**config.mk**
```make
export PLATFORM = sky130hd
export DESIGN_NAME = btcr_regs
export DESIGN_NICKNAME = d
export VERILOG_FILES = /design/src/btcr_pkg.sv /design/src/btcr_regs.sv
export SDC_FILE = /design/constraint.sdc
export NUM_CORES = 1
export LEC_CHECK = 0
export ABC_CLOCK_PERIOD_IN_PS = 2600
export BUFFER_PORTS_ARGS = -buffer_cell sky130_fd_sc_hd__buf_4
export CAP_MARGIN = 0
export CORE_MARGIN = 3
export CORE_UTILIZATION = 45
export DETAILED_ROUTE_END_ITERATION = 8
export PLACE_DENSITY = 0.65
export SLEW_MARGIN = 20
export SYNTH_ARGS = -nofsm -noshare
export SYNTH_HDL_FRONTEND = slang
export SYNTH_SLANG_ARGS = --single-unit
```
**constraint.sdc**
```tcl
create_clock -name sys_clk -period 2.6 [get_ports sys_clk]
set_clock_uncertainty 0.2 [all_clocks]
set_input_delay 0.13 -clock sys_clk [delete_from_list [all_inputs] [get_ports sys_clk]]
set_output_delay 0.13 -clock sys_clk [all_outputs]
set_load 0.1 [all_outputs]
```
**src/btcr_pkg.sv**
```systemverilog
// constants and carrier types of the bridge timeout and capability register bank
package btcr_pkg;

  localparam int ADDR_W = 8;
  localparam int TMO_W = 16;

  // register byte offsets
  localparam logic [7:0] OFS_MASTER_TIMEOUT = 8'h80;
  localparam logic [7:0] OFS_SLOT_ID = 8'hB0;
  localparam logic [7:0] OFS_POWER_CAP = 8'hDC;
  localparam logic [7:0] OFS_TIMEOUT_STATUS = 8'hF0;

  // field positions
  localparam int PRI_TMO_LSB = 0;
  localparam int SEC_TMO_LSB = 16;
  localparam int CAP_ID_LSB = 0;
  localparam int NEXT_LINK_LSB = 8;
  localparam int SLOT_NUM_LSB = 16;
  localparam int FIRST_IN_CHASSIS_BIT = 21;
  localparam int CHASSIS_LSB = 24;
  localparam int PM_REV_LSB = 16;
  localparam int STAT_PRI_BIT = 0;
  localparam int STAT_SEC_BIT = 1;

  // reset values and fixed codes
  localparam logic [15:0] MASTER_TIMEOUT_RST = 16'h8000;
  localparam logic [4:0] SLOT_NUM_RST = 5'h00;
  localparam logic FIRST_IN_CHASSIS_RST = 1'b0;
  localparam logic [7:0] CHASSIS_RST = 8'h00;
  localparam logic [7:0] CAP_ID_POWER = 8'h01;
  localparam logic [7:0] CAP_ID_SLOT = 8'h04;
  localparam logic [7:0] HOT_SWAP_CAPABILITY_CODE = 8'h06;
  localparam logic [7:0] SLOT_NEXT_END = 8'h00;
  localparam logic [7:0] POWER_NEXT_LINK = 8'h0B;
  localparam logic [2:0] PM_REVISION = 3'h1;

  // avalon-mm request from the master
  typedef struct packed {
    logic read;
    logic write;
    logic [ADDR_W-1:0] address;
    logic [31:0] writedata;
    logic [3:0] byteenable;
  } btcr_req_t;

  // per-port delayed transaction wait levels
  typedef struct packed {
    logic pri_wait;
    logic sec_wait;
  } btcr_wait_t;

  // whole state of the register bank
  typedef struct packed {
    logic waitrequest;
    logic [31:0] readdata;
    logic [TMO_W-1:0] pri_limit;
    logic [TMO_W-1:0] sec_limit;
    logic [TMO_W-1:0] pri_cnt;
    logic [TMO_W-1:0] sec_cnt;
    logic pri_tmo;
    logic sec_tmo;
    logic [1:0] tmo_status;
    logic [4:0] slot_num;
    logic first_in_chassis;
    logic [7:0] chassis;
    logic strap_done;
    logic mode_strap_low;
    logic mode_strap_high;
  } btcr_state_t;

endpackage : btcr_pkg

```
**src/btcr_regs.sv**
```systemverilog
// bridge master timeout counters and capability registers behind an avalon-mm slave
// What this block does
// primary master timeout limit, bits 15:0, read-write, resets to 8000h.
// secondary master timeout limit, bits 31:16, read-write, resets to 8000h.
// count clocks while delayed completion waits; pulse timeout on reaching limit.
// slot capability identifier is read-only 04h.
// slot next link reads 00h when low strap set, or low clear and high set.
// five-bit expansion slot number, read-write, resets to zero.
// first-in-chassis flag, read-write, resets to zero.
// bits 23:22 of slot dword read zero and reset to zero.
// eight-bit chassis number in top byte, read-write, resets to zero.
// power capability identifier reads fixed 01h.
// power capability next link reads fixed 0Bh.
// power management revision reads 001.
// clock, auxiliary power and device init bits read zero.
// D1 and D2 support bits read zero.
// wake support field and bits 24:22 read zero.
// writes to read-only or reserved fields complete and change nothing.
//
// The implementer's own choice: the Avalon-MM register port.
module btcr_regs #(
  parameter logic [7:0] SLOT_NEXT_ALT = 8'hDC
) (
  input wire logic sys_clk,
  input wire logic reset,
  input wire btcr_pkg::btcr_req_t avs_req,
  output logic [31:0] avs_readdata,
  output logic avs_waitrequest,
  input wire btcr_pkg::btcr_wait_t dly_wait,
  input wire logic mode_strap_low,
  input wire logic mode_strap_high,
  output logic pri_timeout,
  output logic sec_timeout
);

  btcr_pkg::btcr_state_t st;
  btcr_pkg::btcr_state_t next_st;

  // every access takes one wait state: the request is seen with waitrequest high,
  // the answer stands for one cycle with waitrequest low, and a write lands on that edge.
  // straps are caught once after reset so that a strap moving later cannot change the link.
  // a timeout counter stalls at its limit until its wait level drops, so each wait
  // gives at most one pulse; a limit of zero never fires.

  // merge write data into a dword under the byte enables
  function automatic logic [31:0] btcr_merge(
    input logic [31:0] old_v,
    input logic [31:0] wdata,
    input logic [3:0] be
  );
    logic [31:0] r;
    r = old_v;
    for (int i = 0; i < 4; i++) begin
      if (be[i]) begin
        r[i*8 +: 8] = wdata[i*8 +: 8];
      end
    end
    return r;
  endfunction : btcr_merge

  // one step of a master timeout counter: {hit, next count}
  function automatic logic [btcr_pkg::TMO_W:0] btcr_tick(
    input logic waiting,
    input logic [btcr_pkg::TMO_W-1:0] cnt,
    input logic [btcr_pkg::TMO_W-1:0] lim
  );
    logic [btcr_pkg::TMO_W-1:0] n;
    n = cnt + 1'b1;
    if (!waiting) begin
      return '0;
    end else if (cnt == lim) begin
      return {1'b0, cnt};
    end else begin
      return {n == lim, n};
    end
  endfunction : btcr_tick

  // a read or write request is present
  function automatic logic btcr_is_request(
    input btcr_pkg::btcr_req_t req
  );
    return req.read || req.write;
  endfunction : btcr_is_request

  // a write commits on the edge where waitrequest stands low
  function automatic logic btcr_write_commit(
    input btcr_pkg::btcr_req_t req,
    input logic waitrequest
  );
    return req.write && !req.read && !waitrequest;
  endfunction : btcr_write_commit

  // slot next link: end of list unless both straps are clear
  function automatic logic [7:0] btcr_slot_next(
    input logic strap_low,
    input logic strap_high,
    input logic [7:0] alt_next
  );
    logic [7:0] nxt;
    nxt = alt_next;
    if (strap_low) begin
      nxt = btcr_pkg::SLOT_NEXT_END;
    end else if (strap_high) begin
      nxt = btcr_pkg::SLOT_NEXT_END;
    end
    return nxt;
  endfunction : btcr_slot_next

  // master timeout dword: primary low half, secondary high half
  function automatic logic [31:0] btcr_timeout_dword(
    input btcr_pkg::btcr_state_t s
  );
    logic [31:0] r;
    r = 32'h0000_0000;
    r[btcr_pkg::PRI_TMO_LSB +: btcr_pkg::TMO_W] = s.pri_limit;
    r[btcr_pkg::SEC_TMO_LSB +: btcr_pkg::TMO_W] = s.sec_limit;
    return r;
  endfunction : btcr_timeout_dword

  // slot identification dword; reserved bits 23:22 stay zero
  function automatic logic [31:0] btcr_slot_dword(
    input btcr_pkg::btcr_state_t s,
    input logic [7:0] nxt
  );
    logic [31:0] r;
    r = 32'h0000_0000;
    r[btcr_pkg::CAP_ID_LSB +: 8] = btcr_pkg::CAP_ID_SLOT;
    r[btcr_pkg::NEXT_LINK_LSB +: 8] = nxt;
    r[btcr_pkg::SLOT_NUM_LSB +: 5] = s.slot_num;
    r[btcr_pkg::FIRST_IN_CHASSIS_BIT] = s.first_in_chassis;
    r[btcr_pkg::CHASSIS_LSB +: 8] = s.chassis;
    return r;
  endfunction : btcr_slot_dword

  // power capability header; clock, aux, init, D1, D2, wake and reserved bits read zero
  function automatic logic [31:0] btcr_power_dword();
    logic [31:0] r;
    r = 32'h0000_0000;
    r[btcr_pkg::CAP_ID_LSB +: 8] = btcr_pkg::CAP_ID_POWER;
    r[btcr_pkg::NEXT_LINK_LSB +: 8] = btcr_pkg::POWER_NEXT_LINK;
    r[btcr_pkg::PM_REV_LSB +: 3] = btcr_pkg::PM_REVISION;
    return r;
  endfunction : btcr_power_dword

  // sticky timeout status dword
  function automatic logic [31:0] btcr_status_dword(
    input btcr_pkg::btcr_state_t s
  );
    logic [31:0] r;
    r = 32'h0000_0000;
    r[btcr_pkg::STAT_PRI_BIT] = s.tmo_status[btcr_pkg::STAT_PRI_BIT];
    r[btcr_pkg::STAT_SEC_BIT] = s.tmo_status[btcr_pkg::STAT_SEC_BIT];
    return r;
  endfunction : btcr_status_dword

  // read value of each dword; unmapped offsets read zero
  function automatic logic [31:0] btcr_read(
    input btcr_pkg::btcr_state_t s,
    input logic [btcr_pkg::ADDR_W-1:0] addr,
    input logic [7:0] alt_next
  );
    logic [31:0] r;
    logic [7:0] nxt;
    r = 32'h0000_0000;
    nxt = btcr_slot_next(s.mode_strap_low, s.mode_strap_high, alt_next);
    case (addr)
      btcr_pkg::OFS_MASTER_TIMEOUT: begin
        r = btcr_timeout_dword(s);
      end
      btcr_pkg::OFS_SLOT_ID: begin
        r = btcr_slot_dword(s, nxt);
      end
      btcr_pkg::OFS_POWER_CAP: begin
        r = btcr_power_dword();
      end
      btcr_pkg::OFS_TIMEOUT_STATUS: begin
        r = btcr_status_dword(s);
      end
      default: begin
        r = 32'h0000_0000;
      end
    endcase
    return r;
  endfunction : btcr_read

  // take the request while waitrequest is high, answer the cycle after
  function automatic btcr_pkg::btcr_state_t btcr_answer(
    input btcr_pkg::btcr_state_t s,
    input btcr_pkg::btcr_req_t req,
    input logic [7:0] alt_next
  );
    btcr_pkg::btcr_state_t n;
    n = s;
    if (btcr_is_request(req) && s.waitrequest) begin
      n.waitrequest = 1'b0;
      n.readdata = btcr_read(s, req.address, alt_next);
    end else begin
      n.waitrequest = 1'b1;
    end
    return n;
  endfunction : btcr_answer

  // sticky status: a new timeout sets its bit even while software clears it
  function automatic logic [1:0] btcr_status_next(
    input logic [1:0] old_v,
    input logic [1:0] clr,
    input logic set_pri,
    input logic set_sec
  );
    logic [1:0] r;
    r = old_v & ~clr;
    if (set_pri) begin
      r[btcr_pkg::STAT_PRI_BIT] = 1'b1;
    end
    if (set_sec) begin
      r[btcr_pkg::STAT_SEC_BIT] = 1'b1;
    end
    return r;
  endfunction : btcr_status_next

  // straps are latched once, at the first edge after reset release
  function automatic btcr_pkg::btcr_state_t btcr_strap_capture(
    input btcr_pkg::btcr_state_t s,
    input logic strap_low,
    input logic strap_high
  );
    btcr_pkg::btcr_state_t n;
    n = s;
    if (!s.strap_done) begin
      n.strap_done = 1'b1;
      n.mode_strap_low = strap_low;
      n.mode_strap_high = strap_high;
    end
    return n;
  endfunction : btcr_strap_capture

  // timeout limits under the byte enables
  function automatic btcr_pkg::btcr_state_t btcr_write_timeout(
    input btcr_pkg::btcr_state_t s,
    input btcr_pkg::btcr_req_t req
  );
    btcr_pkg::btcr_state_t n;
    logic [31:0] v;
    n = s;
    v = btcr_merge(btcr_timeout_dword(s), req.writedata, req.byteenable);
    n.pri_limit = v[btcr_pkg::PRI_TMO_LSB +: btcr_pkg::TMO_W];
    n.sec_limit = v[btcr_pkg::SEC_TMO_LSB +: btcr_pkg::TMO_W];
    return n;
  endfunction : btcr_write_timeout

  // slot dword write: only slot number, first-in-chassis and chassis are kept
  function automatic btcr_pkg::btcr_state_t btcr_write_slot(
    input btcr_pkg::btcr_state_t s,
    input btcr_pkg::btcr_req_t req
  );
    btcr_pkg::btcr_state_t n;
    logic [31:0] v;
    n = s;
    v = btcr_merge(btcr_slot_dword(s, btcr_pkg::SLOT_NEXT_END), req.writedata, req.byteenable);
    n.slot_num = v[btcr_pkg::SLOT_NUM_LSB +: 5];
    n.first_in_chassis = v[btcr_pkg::FIRST_IN_CHASSIS_BIT];
    n.chassis = v[btcr_pkg::CHASSIS_LSB +: 8];
    return n;
  endfunction : btcr_write_slot

  // state loaded by reset
  function automatic btcr_pkg::btcr_state_t btcr_reset_state();
    btcr_pkg::btcr_state_t s;
    s = '0;
    s.waitrequest = 1'b1;
    s.readdata = 32'h0000_0000;
    s.pri_limit = btcr_pkg::MASTER_TIMEOUT_RST;
    s.sec_limit = btcr_pkg::MASTER_TIMEOUT_RST;
    s.pri_cnt = '0;
    s.sec_cnt = '0;
    s.pri_tmo = 1'b0;
    s.sec_tmo = 1'b0;
    s.tmo_status = 2'b00;
    s.slot_num = btcr_pkg::SLOT_NUM_RST;
    s.first_in_chassis = btcr_pkg::FIRST_IN_CHASSIS_RST;
    s.chassis = btcr_pkg::CHASSIS_RST;
    s.strap_done = 1'b0;
    s.mode_strap_low = 1'b0;
    s.mode_strap_high = 1'b0;
    return s;
  endfunction : btcr_reset_state

  logic [btcr_pkg::TMO_W:0] pri_step;
  logic [btcr_pkg::TMO_W:0] sec_step;
  logic [1:0] clr_v;
  logic wr_go;

  always_comb begin
    next_st = st;
    pri_step = btcr_tick(dly_wait.pri_wait, st.pri_cnt, st.pri_limit);
    sec_step = btcr_tick(dly_wait.sec_wait, st.sec_cnt, st.sec_limit);
    wr_go = btcr_write_commit(avs_req, st.waitrequest);
    clr_v = 2'b00;

    // strap levels are caught once, on the first edge after reset release
    next_st = btcr_strap_capture(next_st, mode_strap_low, mode_strap_high);

    // timeout counters and their one-cycle event pulses
    next_st.pri_cnt = pri_step[btcr_pkg::TMO_W-1:0];
    next_st.sec_cnt = sec_step[btcr_pkg::TMO_W-1:0];
    next_st.pri_tmo = pri_step[btcr_pkg::TMO_W];
    next_st.sec_tmo = sec_step[btcr_pkg::TMO_W];

    // one wait state: answer on the cycle after the request is seen
    next_st = btcr_answer(next_st, avs_req, SLOT_NEXT_ALT);

    if (wr_go) begin
      case (avs_req.address)
        btcr_pkg::OFS_MASTER_TIMEOUT: begin
          next_st = btcr_write_timeout(next_st, avs_req);
        end
        btcr_pkg::OFS_SLOT_ID: begin
          next_st = btcr_write_slot(next_st, avs_req);
        end
        btcr_pkg::OFS_TIMEOUT_STATUS: begin
          // write one to clear
          if (avs_req.byteenable[0]) begin
            clr_v = avs_req.writedata[1:0];
          end
        end
        default: begin
          // power capability and unmapped offsets ignore writes
        end
      endcase
    end

    // a new timeout sets its sticky bit even during a clear
    next_st.tmo_status = btcr_status_next(st.tmo_status, clr_v,
                                          pri_step[btcr_pkg::TMO_W], sec_step[btcr_pkg::TMO_W]);
  end

  always_ff @(posedge sys_clk) begin
    if (reset) begin
      st <= btcr_reset_state();
    end else begin
      st <= next_st;
    end
  end

  assign avs_readdata = st.readdata;
  assign avs_waitrequest = st.waitrequest;
  assign pri_timeout = st.pri_tmo;
  assign sec_timeout = st.sec_tmo;

endmodule : btcr_regs

```
== After elaboration in Yosys (flattened, before gate mapping) ==
Index checks and enable logic that the tools add are counted.
Word-level totals
  bits in latches: 0
  ROM bits: 0
  input port bits: 52
  flip-flop bits (word level): 118
  memories kept: 0
  memory bits (writable): 0
Operators by class
  bitwise logic cells: 4
  multipliers: 0
  magnitude comparators: 0
  divide/modulo/power cells: 0
  $add $sub $neg: 2
  mux-type cells: 22
  reduce and logical (&&, ||, !) cells: 12
  shift operators: 0
  eq/ne operators: 8
Operators with widths (count)
  one-hot mux 85 bit (2 select lines): 1
  one-hot mux 32 bit (4 select lines): 1
  two-way mux 17 bit: 4
  == test 16 bit: 4
  two-way mux 53 bit: 1
  two-way mux 8 bit: 6
  adder 16 x 1 -> 16 bit (second input constant): 2
  == test 8 bit (second input constant): 4
  two-way mux 32 bit: 1
  AND reduction 4 bit: 6
  two-way mux 2 bit: 4
  two-way mux 6 bit: 1
  logical AND 1 bit: 3
  two-way mux 1 bit: 3
  bitwise AND 2 bit: 1
  logical NOT 1 bit: 2
  NOT 1 bit: 2
  NOT 2 bit: 1
  logical OR 1 bit: 1

== Longest topological paths before layout ==
  depth in word-level cells: 7
  gate-level depth with buffers: 8
  gate-level depth less buffers: 7

== Least setup slack after synthesis ==
No wires, ideal clock.
  path type: flip-flop to flip-flop
  start: reg st[37] (netlist bit)
  end: reg st[17] (netlist bit)
  required time: 2.341 ns
  setup time: 0.059 ns
  arrival: 2.139 ns
  buffers on the path: 1
  slack: 0.202 ns
  period minus slack after synthesis: 2.398 ns
  stages on the path, launching flop included: 9
  cell sequence: dfxtp_1 ha_1 buf_2 o21ba_1 a221o_1 a2111o_1 a221o_1 a2111oi_4 a31o_1
Between the ends
  word-level cells in the longest chain between the ends: 5
  elaborated cells between the ends (all ways): 6
  those cells by class: 1 x add/sub; 2 x eq/ne; 3 x mux
Ends and longest elaborated chain
  start, declared: RTL line btcr_regs.sv:36  | btcr_pkg::btcr_state_t st;
  start signal, assigned: RTL line btcr_regs.sv:339  | st <= btcr_reset_state();
  start signal, assigned: RTL line btcr_regs.sv:341  | st <= next_st;
  adder 16 x 1 -> 16 bit: RTL line btcr_regs.sv:68  | n = cnt + 1'b1;
  == test 16 bit: RTL line btcr_regs.sv:74  | return {n == lim, n};
  two-way mux 17 bit *: RTL line btcr_regs.sv:71  | end else if (cnt == lim) begin
  two-way mux 17 bit *: RTL line btcr_regs.sv:69  | if (!waiting) begin
  two-way mux 1 bit *: RTL line btcr_regs.sv:212  | if (set_pri) begin
Every way passes the cells marked *; elsewhere a longest branch is shown, timed or not.
A chain may end at the register's enable or synchronous reset.

== Worst setup path after layout ==
  start: reg st[40] (netlist bit)
  end: reg st[17] (netlist bit)
The elaborated chain is that of the path after synthesis.

==> flow_summary.toml <==
[detailed_routing]
via_count = 5406
drt_first_pass_iters = 5
via_per_inst = 5.533
wl_per_cell_um = 16.92
wirelength_mm = 16.53
ant_nets = 0
drt_iter0_markers = 317
drc_errors = 0

[synth]
synth-xor-area-share_pct = 10.51
ys_ff_latch = 118
syn_area_per_cell_um2 = 8.717
synth_simple_gate_area_share_pct = 19.49
synthesis.nets = 752
synth_compound_area_share_pct = 15.34
synth_cells = 698
yosysWarnings = 0
yosysSeqAreaShare_pct = 38.82
synth_edf_count = 0
muxShareOfSynthArea_pct = 8.246
ys_async_sr_fraction_pct = 0
synthFlopType = "dfxtp_1"
synth_fa_ha_area_share_pct = 0.4113
synth_area_um2 = 6085
synth_top_family_by_area = "simple AND/OR/NAND/NOR gates"
ys_types = 65

[clock_network]
clock-sinks = 118
cts-buffers-inserted = 17
clk_path_buf_depth = 2
cts.reportedPaths.clkPinSlew_ns = 0.05
cts_tree = "built"
clockRootBuffer = "clkbuf_16"
clkLatencyLatePin_ns = 0.41
cts_setup_buffers = 0
h-tree-depth = 4

[setup_path]
cp_cell_sequence = "nand4_4 -> or4_1 -> a21oi_1 -> o211ai_2 -> a2111oi_4 -> a31o_1"
endpoint_kind = "flip-flop"
cp_top_family = "compound AO/OA/AOI/OAI gates"
cp_max_fo = 9
required_ns = 2.75
worstPathArrival_ns = 2.59
crit_slowest_cell = "or4_1"
critPathLaunchType = "flip-flop"
cp_num_buf_inv = 0
worst_path_largest_cell_delay_ns = 0.59
path_class = "flip-flop to flip-flop"

[layout]
mostFrequentLayoutCells = "114 x dfxtp_1, 112 x buf_4, 100 x nor2_1"
mostFrequentLayoutCell = "dfxtp_1"
nNetsFinal = 849
area_growth_pct = 26.63
n_antenna_cell = 0
drive_above_1_share_pct = 20.75

[placed_design]
routabilityCongestion = 0.9256
hpwl_mm = 11.95
io_buffer_count = 86
pre_cts_ws_ns = 0.01724

[power_and_ir_drop]
irDropWorstVdd_mv = 0.3864
powerDensity_nw_per_um2 = 538.0
p_leak_nw = 3.293

[floorplanning]
core_area_um2 = 12930
die_area_um2 = 14950
start_util_pct = 47.07
die-height_um = 122.3
core.rowCount = 41
die_width_um = 122.3
io_pins = 87

[global_routing]
grt_max_degree = 77
grt_pass1_vias = 5248
busiest_layer = "met2"
grt_use_met2_pct = 37.14
grtUsageMet1_pct = 29.41
track_usage_pct = 22.56
antenna_found_initial = 0
grt_use_met3_pct = 4.055
grt_overflow = 0
grt_pass1_wl_mm = 26.41

[sta]
slew_viol_final = 0
fin_crit_ns = 2.434
setup_ws_ns = 0.1655
relSlewSlack_pct = 47.72
setup_viol = 0
max_freq_mhz = 410.8
setup_tns_ns = 0
tightest_slew_ns = 0.7842
finalCritPeriodShare_pct = 93.63
hold_viol_final = 0
rsz0062_at_grt = "no"

[flow_run]
drv_cap = 0

[worst_hold_path]
hold_class = "input pin to flip-flop"

[status]
outcome = "complete, no violations"
logic make-up (layout without fill, tap and decap cells):
| kind of cell | count (synthesis) | in the layout |
|---|---|---|
| adders and majority gates | 2 | 2 |
| xor gates and xnor gates | 73 | 73 |
| DFF | 118 | 118 |
| buffers and inverters | 81 | 188 |
| and+or+nand+nor | 241 | 241 |
| AOI/OAI and AO/OA | 133 | 133 |
| muxes | 50 | 50 |
worst register-to-register path, delay by kind of cell, from the launching register on:
kind / cells / cell delay, ns
flip-flops: 1 / 0.48
AO/OA/AOI/OAI: 4 / 0.86
AND/OR/NAND/NOR: 2 / 0.84
repair_timing:
action / in CTS / in global routing
setup endpoints to repair: 1 / 4
resized for setup: 2 / 8
endpoints found under the hold margin: 66 / 0
hold buffers: 40 / 0
power by group:
group / switching, W / total [W] / internal (W) / leakage, nW
logic: 0.000141 / 0.000264 / 0.000122 / 2.08
clock network: 0.000759 / 0.00205 / 0.00129 / 0.261
registers: 0.0000105 / 0.00183 / 0.00182 / 0.954
final timing paths:
kind	endpoint	slack (ns)	cells past startpoint	startpoint
max reg2reg	st[17]	0.17	6	st[40]
max	st[17]	0.17	6	st[40]
min	st[50]	0.03	4	dly_wait[1]
min reg2reg	avs_readdata[3]	0.25	2	avs_readdata[3]
layout make-up:
type,instances,area [µm²]
fill,1173,5223
multi-input combinational,499,3322
sequential,118,2367
timing repair buffer,153,1261
clock buffer,24,491.7
tap,172,215.2
clock inverter,5,25.02
inverter,6,22.52
metrics by stage:
stage	utilization, %	std cells	power, W	hold slack [ns]	area [µm²]
global placement	52.22	908	0.002082	0.1496	6750
detailed placement	52.22	908	0.002084	0.1489	6750
CTS	59.34	977	0.004180	0.005896	7671
floorplan	-	698	0.001978	0.05494	6085
finish	59.60	977	0.004145	0.02815	7705
global route	59.60	977	0.004278	0.02303	7705
synthesized netlist by cell type (all sizes together) (8+ instances only):
cell | number | area (µm²)
a21oi | 30 | 150.1
a22o | 14 | 122.6
a22oi | 16 | 120.1
buf | 41 | 286.5
clkbuf | 34 | 127.6
dfxtp | 118 | 2362
mux2i | 49 | 490.5
nand2 | 43 | 161.4
nand3 | 23 | 115.1
nand4 | 13 | 102.6
nor2 | 100 | 375.4
nor3 | 12 | 60.06
nor4 | 8 | 65.06
o21ai | 30 | 150.2
xnor2 | 32 | 280.3
xor2 | 41 | 359.1
metal layers:
layer / vias up / part of all wire, %
met3: 25 / 4.8
met2: 165 / 48
met5: - / 0
met1: 2580 / 46
li1: 2636 / -
met4: 0 / 2.1
flip-flops by register name (all words and copies together) (netlist names):
register	count
pri_timeout	1
st	83
avs_readdata	32
sec_timeout	1
avs_waitrequest	1
(Power assumes the default switching activity.)
